$ cat src/common/psl_cfg.svh
// Purpose: timing counts and input bit positions for the
//          serial chain loader
// Assumes: system clock of 50 MHz
// Notes: each time is kept in its own unit and, except PSL_T_STATUS_MAX_US and PSL_T_CD2UM_MAX_US, turned into clock cycles here
`ifndef PSL_CFG_SVH
`define PSL_CFG_SVH

// system clock rate
`define PSL_CLK_MHZ 50
`define PSL_CLK_PERIOD_NS 20

// least low time of the error/reset line, rounded up to cycles
`define PSL_T_STATUS_MIN_US 45
`define PSL_STATUS_MIN_CYC (`PSL_T_STATUS_MIN_US * `PSL_CLK_MHZ)
// longest low time of the error/reset line when nothing extends it
`define PSL_T_STATUS_MAX_US 800
// reaction to a falling load request, longest time, rounded down
`define PSL_T_REQ_RESP_NS 500
`define PSL_REQ_RESP_CYC (`PSL_T_REQ_RESP_NS / `PSL_CLK_PERIOD_NS)
// automatic restart time-out, longest time, rounded down
`define PSL_T_RESTART_US 230
`define PSL_RESTART_CYC (`PSL_T_RESTART_US * `PSL_CLK_MHZ)
// internal oscillator start-up window, the least time is used
`define PSL_T_CD2UM_MIN_US 300
`define PSL_T_CD2UM_MAX_US 650
`define PSL_CD2UM_CYC (`PSL_T_CD2UM_MIN_US * `PSL_CLK_MHZ)
// gap before the user start-up clock is enabled: four slowest serial periods
`define PSL_CD2CU_PERIODS 4
`define PSL_SERIAL_PERIOD_MAX_NS 1000
`define PSL_CD2CU_CYC ((`PSL_CD2CU_PERIODS * `PSL_SERIAL_PERIOD_MAX_NS + `PSL_CLK_PERIOD_NS - 1) / `PSL_CLK_PERIOD_NS)
// falling serial edges needed after load-complete rises
`define PSL_INIT_EDGES 2
// power-on hold of the error/reset line and user clock initialisation cycles
`define PSL_POR_CYC 1000
`define PSL_INIT_USR_CYC 64

// bit positions of the synchronised input vector
`define PSL_IN_SCLK 0
`define PSL_IN_DATA 1
`define PSL_IN_CE_N 2
`define PSL_IN_REQ_N 3
`define PSL_IN_ERR 4
`define PSL_IN_DONE 5
`define PSL_IN_UCLK 6
`define PSL_IN_SEL 7
`define PSL_IN_AUTO 8
`define PSL_IN_W 9

`endif

$ cat src/common/psl_pkg.sv
// Purpose: types shared by the serial chain loader modules
// Assumes: widths of the state record fixed at 32-bit counters
// Notes: numbers live in psl_cfg.svh
package psl_pkg;

    // loader sequence
    typedef enum logic [3:0] {
        ST_POR,
        ST_PULSE,
        ST_WAIT_LINE,
        ST_LOAD,
        ST_WAIT_DONE,
        ST_INIT_EDGES,
        ST_GAP,
        ST_USR_INIT,
        ST_OSC,
        ST_USER,
        ST_FAULT
    } psl_state_e;

    // whole register state of the loader
    typedef struct packed {
        psl_state_e state;
        logic [8:0] sync1;
        logic [8:0] sync2;
        logic prev_sclk;
        logic prev_uclk;
        logic [31:0] cnt;
        logic [31:0] bits;
        logic [7:0] shift;
        logic err_oe_n;
        logic done_oe_n;
        logic chain_n;
        logic user_mode;
        logic push_valid;
        logic [7:0] push_data;
    } psl_state_s;

    // whole register state of the two-entry buffer
    typedef struct packed {
        logic head_valid;
        logic [7:0] head_data;
        logic spare_valid;
        logic [7:0] spare_data;
    } psl_buf_s;

endpackage

$ cat src/common/psl_stream_if.sv
// Purpose: byte stream between the loader core and its buffer
// Assumes: one clock, valid and ready handshake
// Notes: a word moves in a cycle where valid and ready are both high
`timescale 1ns/1ns
interface psl_stream_if #(parameter int unsigned WIDTH = 8);
    logic valid;
    logic ready;
    logic [WIDTH-1:0] data;
    modport src (output valid, output data, input ready);
    modport snk (input valid, input data, output ready);
endinterface

$ cat src/rtl/psl_buf2.sv
// Purpose: two-entry buffer between the loader and the byte consumer
// Assumes: same clock on both sides
// Notes: head and spare are flip-flops, so all outputs come from registers
`timescale 1ns/1ns
module psl_buf2 import psl_pkg::*; (
    input wire logic i_clock,
    input wire logic i_rst_n,
    psl_stream_if.snk up,
    output logic [7:0] o_data,
    output logic o_valid,
    input wire logic i_ready
);
    psl_buf_s q; // registered state
    psl_buf_s d; // next state

    // fill order: head first, spare only while head is stalled
    always_comb begin
        logic pop;
        pop = q.head_valid & i_ready;
        d = q;
        if (pop) begin
            d.head_valid = q.spare_valid;
            d.head_data = q.spare_data;
            d.spare_valid = 1'b0;
        end
        if (up.valid & ~q.spare_valid) begin
            // new word lands in head when it is or becomes free
            if (~d.head_valid) begin
                d.head_valid = 1'b1;
                d.head_data = up.data;
            end else begin
                d.spare_valid = 1'b1;
                d.spare_data = up.data;
            end
        end
    end

    // one register stage holds the whole buffer
    always_ff @(posedge i_clock or negedge i_rst_n) begin
        if (!i_rst_n) begin
            q <= '0;
        end else begin
            q <= d;
        end
    end

    // ready drops only once both entries hold data: honest full
    assign up.ready = ~q.spare_valid;
    assign o_data = q.head_data;
    assign o_valid = q.head_valid;
endmodule // psl_buf2

$ cat src/rtl/psl_loader.sv
// Purpose: passive serial configuration receiver for one device of a chain
// Assumes: serial clock and all pins arrive asynchronously to i_clock and are
//          sampled by it; the serial clock is well below half of i_clock
// Notes: open-drain lines use an enable that is low while the pin is pulled
`timescale 1ns/1ns
`include "psl_cfg.svh"
module psl_loader import psl_pkg::*; #(
    parameter int unsigned IMAGE_BITS = 1024,
    parameter int unsigned POR_CYC = `PSL_POR_CYC,
    parameter int unsigned RESTART_CYC = `PSL_RESTART_CYC,
    parameter int unsigned OSC_CYC = `PSL_CD2UM_CYC,
    parameter int unsigned GAP_CYC = `PSL_CD2CU_CYC,
    parameter int unsigned INIT_USR_CYC = `PSL_INIT_USR_CYC
) (
    input wire logic i_clock,
    input wire logic i_rst_n,
    input wire logic i_serial_load_clock,
    input wire logic i_serial_data,
    input wire logic i_chip_enable_n,
    input wire logic i_load_request_n,
    input wire logic i_error_line,
    input wire logic i_load_done_line,
    input wire logic i_user_startup_clock,
    input wire logic i_scheme_select,
    input wire logic i_auto_restart,
    input wire logic i_byte_ready,
    output logic o_error_out,
    output logic o_error_oe_n,
    output logic o_load_done_out,
    output logic o_load_done_oe_n,
    output logic o_chain_enable_n,
    output logic o_user_mode,
    output logic [7:0] o_byte_data,
    output logic o_byte_valid
);
    // parameters the sequencing cannot serve are refused here
    if (IMAGE_BITS < 8 || IMAGE_BITS % 8 != 0) begin : g_bad_image
        $error("image length must be a whole number of bytes");
    end
    if (RESTART_CYC < `PSL_STATUS_MIN_CYC) begin : g_bad_restart
        $error("restart time-out shorter than least error pulse");
    end
    if (POR_CYC == 0 || OSC_CYC == 0 || GAP_CYC == 0 || INIT_USR_CYC == 0) begin : g_bad_count
        $error("start-up counts must be at least one");
    end

    psl_state_s q; // registered state
    psl_state_s d; // next state
    psl_stream_if #(.WIDTH(8)) push (); // loader to buffer

    logic [`PSL_IN_W-1:0] pins; // raw asynchronous inputs
    logic [`PSL_IN_W-1:0] s; // inputs after two flops
    logic sclk_rise; // serial clock rising edge seen
    logic sclk_fall; // serial clock falling edge seen
    logic uclk_rise; // user start-up clock rising edge seen
    logic byte_end; // this sample completes a byte
    logic image_end; // this sample completes the image

    // gather the pins; none is read before the second flop
    assign pins[`PSL_IN_SCLK] = i_serial_load_clock;
    assign pins[`PSL_IN_DATA] = i_serial_data;
    assign pins[`PSL_IN_CE_N] = i_chip_enable_n;
    assign pins[`PSL_IN_REQ_N] = i_load_request_n;
    assign pins[`PSL_IN_ERR] = i_error_line;
    assign pins[`PSL_IN_DONE] = i_load_done_line;
    assign pins[`PSL_IN_UCLK] = i_user_startup_clock;
    assign pins[`PSL_IN_SEL] = i_scheme_select;
    assign pins[`PSL_IN_AUTO] = i_auto_restart;
    assign s = q.sync2;

    // edges are found against the previous synchronised sample
    assign sclk_rise = s[`PSL_IN_SCLK] & ~q.prev_sclk;
    assign sclk_fall = ~s[`PSL_IN_SCLK] & q.prev_sclk;
    assign uclk_rise = s[`PSL_IN_UCLK] & ~q.prev_uclk;
    assign byte_end = (q.bits[2:0] == 3'h7);
    assign image_end = (q.bits + 32'h1 == IMAGE_BITS);

    // next-state logic of the whole sequence
    always_comb begin
        d = q;
        d.sync1 = pins;
        d.sync2 = q.sync1;
        d.prev_sclk = s[`PSL_IN_SCLK];
        d.prev_uclk = s[`PSL_IN_UCLK];
        d.push_valid = 1'b0;
        d.cnt = q.cnt + 32'h1;
        case (q.state)
            ST_POR: begin
                // error line held low through the power-on delay
                d.err_oe_n = 1'b0;
                d.done_oe_n = 1'b0;
                if (q.cnt >= POR_CYC - 1) begin
                    d.state = ST_PULSE;
                    d.cnt = '0;
                end
            end
            ST_PULSE: begin
                // least width first, then wait for the request to rise;
                // a host that holds the request low stretches the pulse
                d.err_oe_n = 1'b0;
                d.done_oe_n = 1'b0;
                if (s[`PSL_IN_REQ_N] && q.cnt >= `PSL_STATUS_MIN_CYC - 1) begin
                    d.err_oe_n = 1'b1;
                    d.state = ST_WAIT_LINE;
                end
            end
            ST_WAIT_LINE: begin
                // another device may still hold the shared line low
                d.bits = '0;
                d.chain_n = 1'b1;
                if (s[`PSL_IN_ERR]) begin
                    d.state = ST_LOAD;
                end
            end
            ST_LOAD: begin
                if (!s[`PSL_IN_ERR]) begin
                    // a neighbour flagged an error: our load is void too
                    d.state = ST_WAIT_LINE;
                end else if (!s[`PSL_IN_CE_N] && sclk_rise) begin
                    // first bit ends up in bit 0 of the byte
                    d.shift = {s[`PSL_IN_DATA], q.shift[7:1]};
                    d.bits = q.bits + 32'h1;
                    if (byte_end && !push.ready) begin
                        // consumer stalled with both entries full: lost byte
                        d.state = ST_FAULT;
                        d.err_oe_n = 1'b0;
                        d.cnt = '0;
                    end else begin
                        if (byte_end) begin
                            d.push_valid = 1'b1;
                            d.push_data = {s[`PSL_IN_DATA], q.shift[7:1]};
                        end
                        if (image_end) begin
                            // release the wired done line, enable the next device;
                            // its two-flop sampler sees this in three clocks
                            d.done_oe_n = 1'b1;
                            d.chain_n = 1'b0;
                            d.state = ST_WAIT_DONE;
                        end
                    end
                end
            end
            ST_WAIT_DONE: begin
                // every device waits for the wired line to go high
                if (!s[`PSL_IN_ERR]) begin
                    d.done_oe_n = 1'b0;
                    d.state = ST_WAIT_LINE;
                end else if (s[`PSL_IN_DONE]) begin
                    d.state = ST_INIT_EDGES;
                    d.cnt = '0;
                end
            end
            ST_INIT_EDGES: begin
                // count falling serial edges rather than cycles
                d.cnt = q.cnt;
                if (sclk_fall) begin
                    d.cnt = q.cnt + 32'h1;
                    if (q.cnt == `PSL_INIT_EDGES - 1) begin
                        d.cnt = '0;
                        d.state = s[`PSL_IN_SEL] ? ST_GAP : ST_OSC;
                    end
                end
            end
            ST_GAP: begin
                // user clock stays ignored until the gap has passed
                if (q.cnt >= GAP_CYC - 1) begin
                    d.cnt = '0;
                    d.state = ST_USR_INIT;
                end
            end
            ST_USR_INIT: begin
                d.cnt = q.cnt;
                if (uclk_rise) begin
                    d.cnt = q.cnt + 32'h1;
                    if (q.cnt >= INIT_USR_CYC - 1) begin
                        d.state = ST_USER;
                        d.user_mode = 1'b1;
                    end
                end
            end
            ST_OSC: begin
                // internal oscillator: enter user mode at the least time
                if (q.cnt >= OSC_CYC - 1) begin
                    d.state = ST_USER;
                    d.user_mode = 1'b1;
                end
            end
            ST_USER: begin
                d.cnt = q.cnt;
            end
            ST_FAULT: begin
                // without auto restart the line stays low until a request
                d.err_oe_n = 1'b0;
                d.done_oe_n = 1'b0;
                d.chain_n = 1'b1;
                if (s[`PSL_IN_AUTO] && q.cnt >= RESTART_CYC - 1) begin
                    d.err_oe_n = 1'b1;
                    d.state = ST_WAIT_LINE;
                end
            end
            default: begin
                d.state = ST_PULSE;
                d.cnt = '0;
            end
        endcase
        // a falling request restarts everything; three clocks to react
        if (!s[`PSL_IN_REQ_N] && q.state != ST_POR && q.state != ST_PULSE) begin
            d.state = ST_PULSE;
            d.cnt = '0;
            d.err_oe_n = 1'b0;
            d.done_oe_n = 1'b0;
            d.chain_n = 1'b1;
            d.user_mode = 1'b0;
            d.bits = '0;
        end
    end

    // single register stage for the whole record
    always_ff @(posedge i_clock or negedge i_rst_n) begin
        if (!i_rst_n) begin
            q <= '{state: ST_POR, sync1: '0, sync2: '0, prev_sclk: 1'b0,
                   prev_uclk: 1'b0, cnt: '0, bits: '0, shift: '0,
                   err_oe_n: 1'b0, done_oe_n: 1'b0, chain_n: 1'b1,
                   user_mode: 1'b0, push_valid: 1'b0, push_data: '0};
        end else begin
            q <= d;
        end
    end

    // pushes are at least eight serial periods apart, so ready seen one
    // clock earlier still holds when the word arrives
    assign push.valid = q.push_valid;
    assign push.data = q.push_data;

    psl_buf2 u_buf (
        .i_clock(i_clock),
        .i_rst_n(i_rst_n),
        .up(push),
        .o_data(o_byte_data),
        .o_valid(o_byte_valid),
        .i_ready(i_byte_ready)
    );

    // open-drain lines only ever pull low; the level bit is q.shift[0] masked to a constant 0
    assign o_error_out = q.shift[0] & 1'b0;
    assign o_error_oe_n = q.err_oe_n;
    assign o_load_done_out = q.shift[0] & 1'b0;
    assign o_load_done_oe_n = q.done_oe_n;
    assign o_chain_enable_n = q.chain_n;
    assign o_user_mode = q.user_mode;
endmodule // psl_loader

$ cat config.mk
export PLATFORM = sky130hd
export DESIGN_NAME = psl_loader
export DESIGN_NICKNAME = d
export VERILOG_FILES = /design/src/common/psl_pkg.sv /design/src/common/psl_stream_if.sv /design/src/rtl/psl_buf2.sv /design/src/rtl/psl_loader.sv
export VERILOG_INCLUDE_DIRS = /design/src /design/src/common
export SDC_FILE = /design/constraint.sdc
export NUM_CORES = 1
export LEC_CHECK = 0
export ABC_AREA = 1
export BUFFER_PORTS_ARGS = -buffer_cell sky130_fd_sc_hd__buf_2
export CAP_MARGIN = 40
export CORE_AREA = 2 2 149 151
export DETAILED_ROUTE_END_ITERATION = 12
export DIE_AREA = 0 0 151 153
export HOLD_SLACK_MARGIN = 0.05
export PLACE_DENSITY = 0.59
export REMOVE_ABC_BUFFERS = 1
export SYNTH_ARGS = -nofsm -noshare
export SYNTH_HDL_FRONTEND = slang
export SYNTH_HIERARCHICAL = 1
export SYNTH_SLANG_ARGS = --single-unit
$ cat constraint.sdc
create_clock -name i_clock -period 2.3 [get_ports i_clock]
set_clock_uncertainty 0.15 [all_clocks]
set_input_delay 0.23 -clock i_clock [delete_from_list [all_inputs] [get_ports i_clock]]
set_output_delay 0.23 -clock i_clock [all_outputs]
set_load 0.02 [all_outputs]
==> summary.txt <==
Logic synthesis
  – Synth warn: 6
  – Gate count of the mapped netlist: approximately 1000
  – Distinct cell type count of the synthesized netlist: 46
  – Synthesized area per cell: roughly 7.4 um2
  – Synthesized area: ~0.0074 mm2
  – EDFF count, synth: 0
  – Share of flip-flops with an asynchronous set or reset: 100.0%
  – Yosys reg bits: between 100 and 150
  – Primary flip-flop cell chosen by synthesis mapping: dfrtp_1
  – Part of the Yosys area used for sequential elements: roughly 43%

Worst setup path
  – Endpoint of the worst register-to-register path: q[108]
  – Worst EP required: 2.46 ns
  – Cell count of the worst reg-to-reg path: 18
  – Worst R2R Start: q[22]
  – Endpoint class of the critical path: flip-flop
  – Setup slack on the worst flop-to-flop path: -0.06 ns
  – Largest fanout on the critical path: 5
  – Category of the worst setup path launch point: flip-flop
  – Worst Path Arrival: 2.52 ns
  – Crit Path Class: flip-flop to flip-flop

Floorplan
  – Site Rows: 54
  – Die Height: 153 um
  – Core region area: roughly 0.021 mm2
  – Horizontal extent of the die: ~150 um
  – Boundary pin count: 27
  – Effective utilization at floorplan: 34.38%
  – DIE AREA: between 0.02 and 0.025 mm2

Detailed routing
  – Vias after detailed routing: between 6000 and 7000
  – Average routed wire per standard cell: about 13 um
  – Vias/cell: roughly 4.8
  – Detailed-route wire length: approximately 18000 um
  – Highest routed metal layer: met4
  – Met3 WL post-DR: about 680 um
  – Routed metal-1 wire length: slightly below 9000 um
  – Number of DRC violations after detailed-routing iteration 0: approximately 480
  – Detail Route met2 WL: slightly below 9000 um
  – First-pass iteration count of the detailed router: 7
  – Count of nets left with antenna violations after detail routing: 0
  – DRC: 0

Clock tree
  – Clock latency on the worst-skew pair: 0.42 ns
  – H-tree levels: 4
  – Bufs on Longest Clock Path: 2
  – Library cell used as clock root buffer: clkbuf_16
  – CTS tree: yes
  – Clk sinks: ~130
  – Clock input transition at the sequential cells of the worst setup and hold paths: approximately 0.06 ns
  – Inserted Clock Buffers: 17

Pwr
  – Leakage power total: about 4.2 nW
  – Switching portion of total power: a little over a fifth
  – Sw Pwr: ~1.1 mW
  – Overall Power: slightly above 5 mW
  – Fraction of power consumed by combinational cells: 1.8%
  – Cell area power density: around 570 mW/mm2
  – Relative contribution of sequential cells to total power: 43.6%
  – Largest voltage drop on the vdd net: between 0.5 and 0.6 mV
  – Clock share of power: a little over half
  – P_int: 4.033 mW

Global route
  – Wire length of the first global-routing pass: roughly 32000 um
  – Maximum number of pins on one net before global-route repair: 53
  – Overall overflow remaining after global route: 0
  – Number of global-route vias before repair: about 6500
  – Global Route Usage Sum: 17.27%
  – Antenna violations before repair: 0

Timing
  – Minimum clock period: approximately 2.4 ns
  – Number of hold violations in the final report: 0
  – Slew at the pin closest to its max-slew limit: 0.5234 ns
  – Part of the cycle the worst path needs: 102.6%
  – Worst setup margin: -0.06059 ns
  – Worst relative slew slack: 65.11%
  – Max Transition Viols Final: 0
  – Setup repair after global routing missed its margin: true
  – Peak clock frequency supported by timing: ~0.42 GHz
  – Number of failing setup endpoints in the final timing report: 4

Min path
  – Hold Path Class: primary input to flip-flop
  – Start point of the worst hold path: i_byte_ready
  – Count of cells along the worst hold path: 5
  – Worst-case hold path end point: u_buf/o_data[4]

Placement
  – HPWL Detailed: ~13000 um
  – Setup slack after placement: -0.07080 ns
  – IO buf count: 24
  – Placed standard-cell area: between 0.008 and 0.009 mm2
  – RD Place Congestion: ~0.9

Run status
  – Status: finished, violations left
  – Violated checks: setup timing

Layout
  – Antenna cell count: 0
  – Area grow syn2layout: 22.11%
  – Final instance area: approximately 0.009 mm2
  – Layout Nets: 1103
  – Share of post-route cells with drive strength above 1: a little under a fifth

Flow run
  – Max capacitance violation total: 0
## cells in the mapped netlist, drive strengths merged, types with 2 or more instances
cell    count  area [um2]
or2         2       12.52
a21oi      12       71.32
nor2      131       596.8
nor3       23       141.4
ha          5       62.56
o22ai      33       206.5
buf        20       151.4
dfrtp     125        3128
nand3b      3       22.52
o21ai      67       339.1
a31oi       3       33.78
clkbuf      7       26.28
and2        2       12.51
nand2     293        1205
inv       124       465.4
o211ai      3       22.52
nand4      25       162.6
xor2       23       201.4
nand3      82       410.4
nor4        3       25.02
## repair_timing
| item | 4_1_cts | 5_1_grt |
|---|---|---|
| hold buffers | 10 | 0 |
| resized for setup | 10 | 22 |
| hold endpoints to repair | 58 | 0 |
| setup endpoints to repair | 6 | 43 |
| setup buffers | 4 | 3 |
| pin swaps | 6 | 12 |
## registers in the layout (all words and copies together) (netlist names), 8 cells and up
name	flops
u_buf/o_data	8
push.data	8
q	77
d	9
s	9
u_buf/q	9
## final cells by class
class	instances	area, um2
multi-input combinational	718	3679
clock inverter	12	158.9
tap	280	350.3
fill	2154	12470
sequential	126	3158
clock buffer	20	456.7
inverter	125	471.7
timing repair buffer	98	744.5
## metrics by stage
| stage | cells | hold WS [ns] | utilization [%] | TNS [ns] |
|---|---|---|---|---|
| after floorplan | 969 | -0.2156 | - | -6.014 |
| after global placement | 1330 | 0.07893 | 37.95 | -0.1132 |
| after detailed placement | 1330 | 0.08010 | 37.95 | -0.2666 |
| after CTS | 1376 | 0.1384 | 41.61 | 0 |
| after global routing | 1379 | 0.1664 | 41.98 | -4.240 |
| final | 1379 | 0.1468 | 41.98 | -0.2224 |
## layout by cell type (no fill, tap or decap), types with 4 or more instances in the layout
master,count
a21oi_1,11
buf_2,23
buf_4,61
clkbuf_16,17
dfrtp_1,122
dlygate4sd3_1,10
inv_1,114
inv_2,9
nand2_1,267
nand2_2,18
nand2_4,6
nand3_1,81
nand4_1,24
nor2_1,103
nor2_2,13
nor2_4,15
nor3_1,18
nor3_2,4
o21ai_0,59
o21ai_1,7
o22ai_1,33
xor2_1,21
## kinds of logic (layout without fill, tap and decap cells)
family | after synthesis | after routing | share of synthesized area (%)
other | 1 | 2 | 0.05077
AND/OR/NAND/NOR | 565 | 565 | 35.15
adder cells (fa/ha/maj) | 5 | 5 | 0.8470
AO/OA/AOI/OAI | 122 | 122 | 9.639
buffers and inverters | 152 | 255 | 8.758
XOR/XNOR | 24 | 24 | 2.846
flip-flops | 126 | 126 | 42.71
## worst max-delay path: stages (launching register included)
cell     delay (ns)
dfrtp_1        0.40
ha_2           0.21
inv_2          0.05
nor2_4         0.18
nand2_4        0.13
nor2_4         0.15
nand2_1        0.07
nand2_1        0.05
nand2_1        0.06
nor2_1         0.14
nand2_1        0.08
nor2_1         0.09
nand3_1        0.09
nand2_1        0.08
nand2_2        0.06
nand2_4        0.09
nand2_4        0.06
nand2_1        0.06
nand2_1        0.05
## worst max path at each step
stage | from | to | slack [ns] | cells past startpoint
2_1_floorplan | q[106] | q[63] | -0.36 | 14
3_3_place_gp | q[21] | q[108] | -0.03 | 18
4_1_cts | q[35] | q[107] | 0.01 | 17
6_report | q[22] | q[108] | -0.06 | 18
3_5_place_dp | q[21] | q[107] | -0.07 | 18
5_1_grt | q[22] | q[107] | -0.29 | 18
## per-layer routing
metal	vias up	track usage, %
met2	137	28.18
li1	3407	-
met5	-	0
met3	19	2.687
met1	3102	23.61
met4	0	5.251
## power by group through the flow
stage / Sequential, mW / Combinational (mW) / Clock [mW]
3_3_place_gp: 2.28 / 0.0873 / 0
2_1_floorplan: 2.28 / 0.0154 / 0
5_1_grt: 2.25 / 0.111 / 2.98
3_5_place_dp: 2.28 / 0.0868 / 0
6_report: 2.24 / 0.0950 / 2.80
4_1_cts: 2.24 / 0.0999 / 2.87
Note: power is estimated with default switching activity, not from simulation.
